$ cat src/shared/bhc_pkg.sv
// Summary of operation
// RULE1: Breakpoint stops issue and flushes pipeline
// RULE2: Breakpoint sets halt flags, condition flags kept
// RULE3: Clearing halt also clears breakpoint-halt flag
// RULE4: Four-stage: decode stage one, drain later
// RULE5: Five-stage: decode stage two, pc next
// RULE6: Debugger subtracts two from five-stage pc
// RULE7: No breakpoint right after listed branches
// RULE8: No breakpoint ending a zero-overhead loop
// RULE9: After branch, stall stages one and two
// RULE10: Short breakpoint after link defers link write
// RULE11: Interrupt in stage two held, rest flushed; code holds it only behind a short breakpoint in stage one
// RULE12: Same-cycle interrupt loses to breakpoint
// RULE13: Interrupt in stage three may complete
// RULE14: Halt flag-write needs three following no-ops
// RULE15: Kernel config: user breakpoint needs enable
// RULE16: Kernel config: long and short encodings
// RULE17: Kernel config: pc equals breakpoint address
// RULE18: Kernel config: breakpoint legal anywhere
// RULE19: Kernel config: halting flag-write goes first
// RULE20: Debugger restores code, invalidates, rewrites pc
// RULE21: Pc write while halted refetches on restart
`default_nettype none

package bhc_pkg;

  localparam logic [1:0] BHC_MODE_FOUR   = 2'h0;
  localparam logic [1:0] BHC_MODE_FIVE   = 2'h1;
  localparam logic [1:0] BHC_MODE_KERNEL = 2'h2;

  localparam int BHC_STAGES = 5;

  localparam logic [7:0] BHC_OFS_DEBUG  = 8'h00;
  localparam logic [7:0] BHC_OFS_PC     = 8'h04;
  localparam logic [7:0] BHC_OFS_STATUS = 8'h08;

  localparam int BHC_BIT_HALT  = 0;
  localparam int BHC_BIT_BH    = 1;
  localparam int BHC_BIT_UB    = 2;
  localparam int BHC_BIT_FAULT = 0;
  localparam int BHC_POS_MODE  = 1;
  localparam int BHC_POS_STATE = 4;

  localparam logic [5:1] BHC_DRAIN_FOUR   = 5'h0e;
  localparam logic [5:1] BHC_DRAIN_FIVE   = 5'h1c;
  localparam logic [5:1] BHC_DRAIN_KERNEL = 5'h1e;

  typedef enum logic [1:0] {
    BHC_RUN,
    BHC_DRAIN,
    BHC_HALTED
  } bhc_state_t;

  typedef struct packed {
    logic        s1_valid;
    logic        s1_brk_long;
    logic        s1_brk_short;
    logic        s1_after_branch;
    logic [31:0] s1_pc;
    logic        s2_valid;
    logic        s2_brk;
    logic        s2_link;
    logic        s2_irq;
    logic        s3_irq;
    logic        irq_req;
    logic        flagw_halt;
    logic        kernel_mode;
    logic [5:1]  stage_busy;
  } bhc_pipe_in_t;

  typedef struct packed {
    logic        stall_s1;
    logic        stall_s2;
    logic        flush_front;
    logic        keep_s3;
    logic        irq_hold;
    logic        link_hold;
    logic        flag_hold;
    logic        refetch;
    logic        halted;
    logic        bh;
    logic        fault;
    logic [31:0] pc;
  } bhc_pipe_ctl_t;

  typedef struct packed {
    bhc_state_t    st;
    logic          ub;
    logic          pc_dirty;
    logic          fault_sticky;
    logic [31:0]   rdata;
    bhc_pipe_ctl_t ctl;
  } bhc_regs_t;

  localparam bhc_regs_t BHC_REGS_RESET = '0;

endpackage

`default_nettype wire
$ cat src/logic/bhc_drain.sv
`default_nettype none

module bhc_drain
  import bhc_pkg::*;
#(
  parameter int N = BHC_STAGES
)
(
  // Clock and reset
  input  wire logic         core_clk,
  input  wire logic         rst_n,
  // Stage occupancy
  input  wire logic [N:1]   busy,
  input  wire logic [N:1]   mask,
  // Result
  output logic              drained
);

  typedef struct packed {
    logic empty;
  } bhc_drain_t;

  bhc_drain_t r;
  bhc_drain_t next_r;

  // Registered so the halt decision sees a settled view
  always_comb
  begin
    next_r       = r;
    next_r.empty = ~|(busy & mask);
  end

  always_ff @(posedge core_clk or negedge rst_n)
  begin
    if (!rst_n)
    begin
      r <= '0;
    end
    else
    begin
      r <= next_r;
    end
  end

  assign drained = r.empty;

endmodule // bhc_drain

`default_nettype wire

$ cat src/logic/bhc_halt_ctl.sv
`default_nettype none

module bhc_halt_ctl
  import bhc_pkg::*;
#(
  parameter logic [1:0] MODE = BHC_MODE_KERNEL
)
(
  // Clock and reset
  input  wire logic          core_clk,
  input  wire logic          rst_n,
  // Register port
  input  wire logic [7:0]    reg_addr,
  input  wire logic [31:0]   reg_wdata,
  input  wire logic          reg_wr,
  input  wire logic          reg_rd,
  output logic [31:0]        reg_rdata,
  // Pipeline
  input  wire bhc_pipe_in_t  pipe_in,
  output bhc_pipe_ctl_t      pipe_ctl
);

  bhc_regs_t  r;
  bhc_regs_t  next_r;

  logic       is_kernel;
  logic       brk_s1;
  logic       brk_seen;
  logic       brk_ok;
  logic       brk_denied;
  logic       short_s1;
  logic       flagw_first;
  logic       wr_dbg;
  logic       wr_pc;
  logic       wr_stat;
  logic       halt_set_req;
  logic       halt_clr_req;
  logic       drained;
  logic [5:1] drain_mask;

  assign is_kernel = (MODE == BHC_MODE_KERNEL);

  // Breakpoint visible in stage one, either encoding
  assign brk_s1 = pipe_in.s1_valid
                & (pipe_in.s1_brk_long | pipe_in.s1_brk_short); // [RULE16]

  assign short_s1 = pipe_in.s1_valid & pipe_in.s1_brk_short;

  // Where the breakpoint is decoded depends on the pipe shape
  always_comb
  begin
    case (MODE)
      BHC_MODE_FOUR:
      begin
        brk_seen   = brk_s1; // [RULE4]
        drain_mask = BHC_DRAIN_FOUR;
      end
      BHC_MODE_FIVE:
      begin
        brk_seen   = pipe_in.s2_valid & pipe_in.s2_brk; // [RULE5]
        drain_mask = BHC_DRAIN_FIVE;
      end
      BHC_MODE_KERNEL:
      begin
        brk_seen   = brk_s1; // [RULE17] [RULE18]
        drain_mask = BHC_DRAIN_KERNEL;
      end
      default:
      begin
        brk_seen   = 1'b0;
        drain_mask = BHC_DRAIN_KERNEL;
      end
    endcase
  end

  // Kernel config: user-mode breakpoint needs the enable bit
  assign brk_ok = brk_seen
                & (~is_kernel | pipe_in.kernel_mode | r.ub); // [RULE15]
  assign brk_denied = brk_seen & ~brk_ok;

  // Kernel config: a halting flag-write ahead of a breakpoint is taken first
  assign flagw_first = is_kernel & pipe_in.flagw_halt; // [RULE19]

  assign wr_dbg  = reg_wr & (reg_addr == BHC_OFS_DEBUG);
  assign wr_pc   = reg_wr & (reg_addr == BHC_OFS_PC);
  assign wr_stat = reg_wr & (reg_addr == BHC_OFS_STATUS);

  assign halt_set_req = wr_dbg & reg_wdata[BHC_BIT_HALT];
  assign halt_clr_req = wr_dbg & ~reg_wdata[BHC_BIT_HALT];

  bhc_drain #(
    .N (BHC_STAGES)
  ) u_drain (
    .core_clk (core_clk),
    .rst_n    (rst_n),
    .busy     (pipe_in.stage_busy),
    .mask     (drain_mask),
    .drained  (drained)
  );

  always_comb
  begin
    next_r             = r;
    next_r.ctl.refetch = 1'b0;
    next_r.ctl.fault   = 1'b0;
    next_r.rdata       = '0;

    if (wr_dbg)
    begin
      next_r.ub = reg_wdata[BHC_BIT_UB];
    end

    case (r.st)
      BHC_RUN:
      begin
        if (flagw_first)
        begin
          // Flag-write halts and flushes; breakpoint never runs
          next_r.ctl.halted      = 1'b1; // [RULE19]
          next_r.ctl.stall_s1    = 1'b1;
          next_r.ctl.stall_s2    = 1'b1;
          next_r.ctl.flush_front = 1'b1;
          next_r.ctl.pc          = pipe_in.s1_pc;
          next_r.st              = BHC_DRAIN;
        end
        else if (brk_ok)
        begin
          // Stop issue past the breakpoint and drain the rest
          next_r.ctl.flush_front = 1'b1; // [RULE1]
          next_r.ctl.stall_s1    = 1'b1; // [RULE4]
          next_r.ctl.stall_s2    = (MODE != BHC_MODE_FOUR)
                                 | pipe_in.s1_after_branch; // [RULE5] [RULE9]
          next_r.ctl.halted      = 1'b1; // [RULE2]
          next_r.ctl.bh          = 1'b1; // [RULE2]
          next_r.ctl.flag_hold   = 1'b1; // [RULE2]
          next_r.ctl.irq_hold    = pipe_in.irq_req // [RULE12]
                                 | (short_s1 & pipe_in.s2_irq); // [RULE11]
          next_r.ctl.keep_s3     = pipe_in.s3_irq; // [RULE13]
          next_r.ctl.link_hold   = short_s1
                                 & pipe_in.s2_link; // [RULE10]
          // Own address in stage one, next address in five-stage
          next_r.ctl.pc          = pipe_in.s1_pc; // [RULE5] [RULE17]
          next_r.st              = BHC_DRAIN;
        end
        else if (halt_set_req)
        begin
          next_r.ctl.halted      = 1'b1;
          next_r.ctl.stall_s1    = 1'b1;
          next_r.ctl.stall_s2    = 1'b1;
          next_r.ctl.flush_front = 1'b1;
          next_r.ctl.pc          = pipe_in.s1_pc;
          next_r.st              = BHC_DRAIN;
        end
        else
        begin
          next_r.ctl.stall_s1    = 1'b0;
          next_r.ctl.stall_s2    = 1'b0;
          next_r.ctl.flush_front = 1'b0;
        end
      end

      BHC_DRAIN:
      begin
        // Later stages keep running until they are empty
        if (drained)
        begin
          next_r.ctl.keep_s3 = 1'b0; // [RULE13]
          next_r.st          = BHC_HALTED;
        end
      end

      BHC_HALTED:
      begin
        if (wr_pc)
        begin
          next_r.ctl.pc  = reg_wdata;
          next_r.pc_dirty = 1'b1; // [RULE21]
        end
        if (halt_clr_req)
        begin
          // Restart: both flags drop together
          next_r.ctl.halted      = 1'b0; // [RULE3]
          next_r.ctl.bh          = 1'b0; // [RULE3]
          next_r.ctl.stall_s1    = 1'b0;
          next_r.ctl.stall_s2    = 1'b0;
          next_r.ctl.irq_hold    = 1'b0;
          next_r.ctl.flag_hold   = 1'b0;
          // Deferred link write now goes ahead
          next_r.ctl.link_hold   = 1'b0; // [RULE10]
          // Discard stale fetches if the pc was rewritten
          next_r.ctl.flush_front = r.pc_dirty | wr_pc; // [RULE21]
          next_r.ctl.refetch     = r.pc_dirty | wr_pc; // [RULE21]
          next_r.pc_dirty        = 1'b0;
          next_r.st              = BHC_RUN;
        end
      end

      default:
      begin
        next_r = BHC_REGS_RESET;
      end
    endcase

    // Sticky fault: set wins over a clear in the same cycle
    if (wr_stat & reg_wdata[BHC_BIT_FAULT])
    begin
      next_r.fault_sticky = 1'b0;
    end
    if (brk_denied & (r.st == BHC_RUN) & ~flagw_first)
    begin
      next_r.ctl.fault    = 1'b1; // [RULE15]
      next_r.fault_sticky = 1'b1;
    end

    if (reg_rd)
    begin
      case (reg_addr)
        BHC_OFS_DEBUG:
        begin
          next_r.rdata[BHC_BIT_HALT] = r.ctl.halted;
          next_r.rdata[BHC_BIT_BH]   = r.ctl.bh;
          next_r.rdata[BHC_BIT_UB]   = r.ub;
        end
        BHC_OFS_PC:
        begin
          next_r.rdata = r.ctl.pc;
        end
        BHC_OFS_STATUS:
        begin
          next_r.rdata[BHC_BIT_FAULT] = r.fault_sticky;
          next_r.rdata[BHC_POS_MODE +: 2]  = MODE;
          next_r.rdata[BHC_POS_STATE +: 2] = r.st;
        end
        default:
        begin
          next_r.rdata = '0;
        end
      endcase
    end
  end

  always_ff @(posedge core_clk or negedge rst_n)
  begin
    if (!rst_n)
    begin
      r <= BHC_REGS_RESET;
    end
    else
    begin
      r <= next_r;
    end
  end

  assign pipe_ctl  = r.ctl;
  assign reg_rdata = r.rdata;

endmodule // bhc_halt_ctl

`default_nettype wire

$ cat config.mk
export PLATFORM = sky130hd
export DESIGN_NAME = bhc_halt_ctl
export DESIGN_NICKNAME = d
export VERILOG_FILES = /design/src/shared/bhc_pkg.sv /design/src/logic/bhc_drain.sv /design/src/logic/bhc_halt_ctl.sv
export SDC_FILE = /design/constraint.sdc
export NUM_CORES = 1
export LEC_CHECK = 0
export BUFFER_PORTS_ARGS = -buffer_cell sky130_fd_sc_hd__buf_4
export CAP_MARGIN = 20
export CORE_MARGIN = 2
export CORE_UTILIZATION = 44
export CTS_CLUSTER_DIAMETER = 40
export DETAILED_ROUTE_END_ITERATION = 10
export GPL_ROUTABILITY_DRIVEN = 0
export PLACE_DENSITY = 0.76
export SETUP_SLACK_MARGIN = 0.05
export SLEW_MARGIN = 20
export SYNTH_ARGS = -nofsm -noshare
export SYNTH_HDL_FRONTEND = slang
export SYNTH_SLANG_ARGS = --single-unit
$ cat constraint.sdc
create_clock -name core_clk -period 1.73 [get_ports core_clk]
set_input_delay 0.173 -clock core_clk [delete_from_list [all_inputs] [get_ports core_clk]]
set_output_delay 0.173 -clock core_clk [all_outputs]
set_load 0.05 [all_outputs]
==> qor.yml <==
outcome: "complete, no violations"
slew_headroom_pct: 67.6
slowest_stage: "or3b_2"
drtIter0Drc: 94
switching_share_pct: 40.1
skew_ns: 0.0103
synth_area_um2: 4290
synth_top_area_cell: "dfrtp_1"
die_area_um2: 10600
maxCapViolCount: 0
clock-root-buffer: "clkbuf_8"
rsz0062_at_grt: "false"
wirelength_um: 10100
synth-edff-count: 0
dp.final_hpwl_um: 7510
cts_tree: "done"
hold_viol_final: 0
fin_cells: 658
core_area_um2: 9640
ant_nets: 0
nFillCells: 860
cp_num_buf_inv: 1
initial_core_util_pct: 44.5
p_leak_nw: 2.71
synthFlopType: "dfrtp_1"
cp_data_arrival_time_ns: 1.84
synthTopCellsByCount: "79 x dfrtp_1, 78 x buf_4, 38 x inv_1, 37 x nand2_1, 34 x o211ai_1"
drc_errors: 0
switchingPower_w: 0.00261
diodes: 0
antenna_found_initial: 0
die-width_um: 103
start_kind: "flip-flop"
syn-num-nets: 514
path_clk_slew_ns: 0.08
ir_worst_vdd_uv: 566
yosysSeqAreaShare_pct: 46.1
cp-end-kind: "flip-flop"
power_density_nw_per_um2: 1190
comb_power_share_pct: 40.0
die_h_um: 103
yosysUniqueCellTypes: 45
ys_warn_count: 0
postSynthCellCount: 421
synth_area_leaders: "dfrtp_1 46%, buf_4 14%, o211ai_2 9.0%"
r2r_slack_ns: 0.12
overflow: 0
setup_violations: 0
synthArstFlopShare_pct: 100
h-tree-depth: 3
clockBufferDepth: 2
max_freq_mhz: 620
grt.total_usage_pct: 19.8
cts.repair.resized: 0
p_seq_share_pct: 36.9
path_cells: "or3b_2 -> o41a_1 -> o211ai_4 -> buf_12 -> o211ai_1"
clkPwrFrac_pct: 23.0
post_cts_buffers: 0
rows: 36
clk_latency_ns: 0.35
cp_max_fo: 19
holdBufCountCts: 3
vias: 3270
numCtsBuffers: 9
dpl.cell_count: 640
worst_slew_pin_slew_ns: 0.482
grt_pass1_wl_um: 16100
clock-sinks: 79
internal_power_w: 0.00390
min_period_over_period_pct: 93.3
yosysTopAreaCellShare_pct: 46.1
nets: 614
setup_tns_ns: 0
areaGrowthSynthToFinish_pct: 27.3
cp_slowest_stage_delay_ns: 0.46
fin_hold_ws_ns: 0.0203
synth_most_common_cell: "dfrtp_1"
worstPathRequired_ns: 1.96
first_global_vias: 3219
port_buffers: 163
setup.worst_path.class: "flip-flop to flip-flop"
drive_gt1_share_pct: 45.7
grt_max_degree: 38
holdCritPathClass: "input port to flip-flop"
maxSlewViolCount: 0
syn_avg_cell_area_um2: 10.2
dr.pass1.iters: 4
cpLargestDelayFamily: "simple AND/OR/NAND/NOR gates"
wire_per_inst_um: 15.4
ys_ff_latch: 79
io_pins: 168
via_per_inst: 4.97
period_needed_ns: 1.61
[cell usage in the layout (no fill, tap or decap), types with 3 or more instances in the layout]
master	netlist	routed
o21ai_0	4	4
nor2b_1	3	3
nor3_1	5	5
a31oi_1	4	4
o211ai_2	31	30
nand2b_1	3	3
nand2_1	37	37
dfrtp_1	79	79
a21oi_1	4	4
nor4_1	3	3
mux2i_1	3	3
inv_1	38	38
buf_12	0	4
and2_1	27	27
buf_4	78	180
and4_1	3	3
nor2_1	15	14
dlygate4sd3_1	0	3
clkbuf_8	0	10
o211ai_1	34	34
[sequential cells by signal, summed over array words and instances (netlist names)]
signal / flops
r: 5
u_drain.drained: 1
pipe_ctl: 41
reg_rdata: 32
[tightest hold or removal path: stages]
cell and delay, ns:
buf_4 0.08, nand2_1 0.05, o211ai_2 0.05
[worst paths after layout]
check	startpoint	to	cells past startpoint
max in group asynchronous	rst_n	pipe_ctl[26]$_DFFE_PN0P_	3
hold reg to reg	pipe_ctl[23]$_DFFE_PN0P_	reg_rdata[23]$_DFF_PN0_	1
setup reg to reg	r[78]$_DFFE_PN0P_	pipe_ctl[1]$_DFFE_PN0P_	5
min in group asynchronous	rst_n	reg_rdata[9]$_DFF_PN0_	2
setup / recovery	r[78]$_DFFE_PN0P_	pipe_ctl[1]$_DFFE_PN0P_	5
hold / removal	reg_wdata[7]	pipe_ctl[7]$_DFFE_PN0P_	3
[per-layer routing]
metal	global-route usage (%)	routed length, µm	vias up
met1	26.9	4400	1571
met3	3.12	606	16
met2	32.1	4940	124
met5	0	0	-
met4	7.59	206	0
li1	-	-	1559
[layout make-up]
class                           count  area (µm²)  share of cell area (%)
Clock buffer                       11         141                    2.59
Clock inverter                      4        70.1                    1.28
Inverter                           38         143                    2.61
Multi-Input combinational cell    206        1510                    27.6
Sequential cell                    79        1980                    36.2
Tap cell                          133         166                    3.04
Timing Repair Buffer              187        1460                    26.7
[cell families after synthesis]
| kind of cell | synth area share [%] |
|---|---|
| buffers and inverters | 19.5 |
| and+or+nand+nor | 13.5 |
| AOI/OAI and AO/OA | 20.0 |
| DFF | 46.1 |
| muxes | 0.962 |
[power by group through the flow]
stage          combinational (W)  clock (W)  sequential [W]
6_report                 0.00261    0.00150         0.00240
5_1_grt                  0.00276    0.00160         0.00246
4_1_cts                  0.00263    0.00153         0.00241
3_5_place_dp             0.00262          0         0.00245
3_3_place_gp             0.00259          0         0.00243
2_1_floorplan            0.00223          0         0.00235
[per-stage QoR]
step / cell area, µm² / total power (W) / util, % / setup slack (ns)
5_1_grt: 5470 / 0.00682 / 56.7 / 0.0701
6_report: 5470 / 0.00651 / 56.7 / 0.117
2_1_floorplan: 4290 / 0.00458 / - / 0.107
4_1_cts: 5470 / 0.00657 / 56.7 / 0.120
3_5_place_dp: 5220 / 0.00507 / 54.2 / -0.0589
3_3_place_gp: 5220 / 0.00502 / 54.2 / -0.0122
No activity file was read; power rests on OpenSTA's default activity.
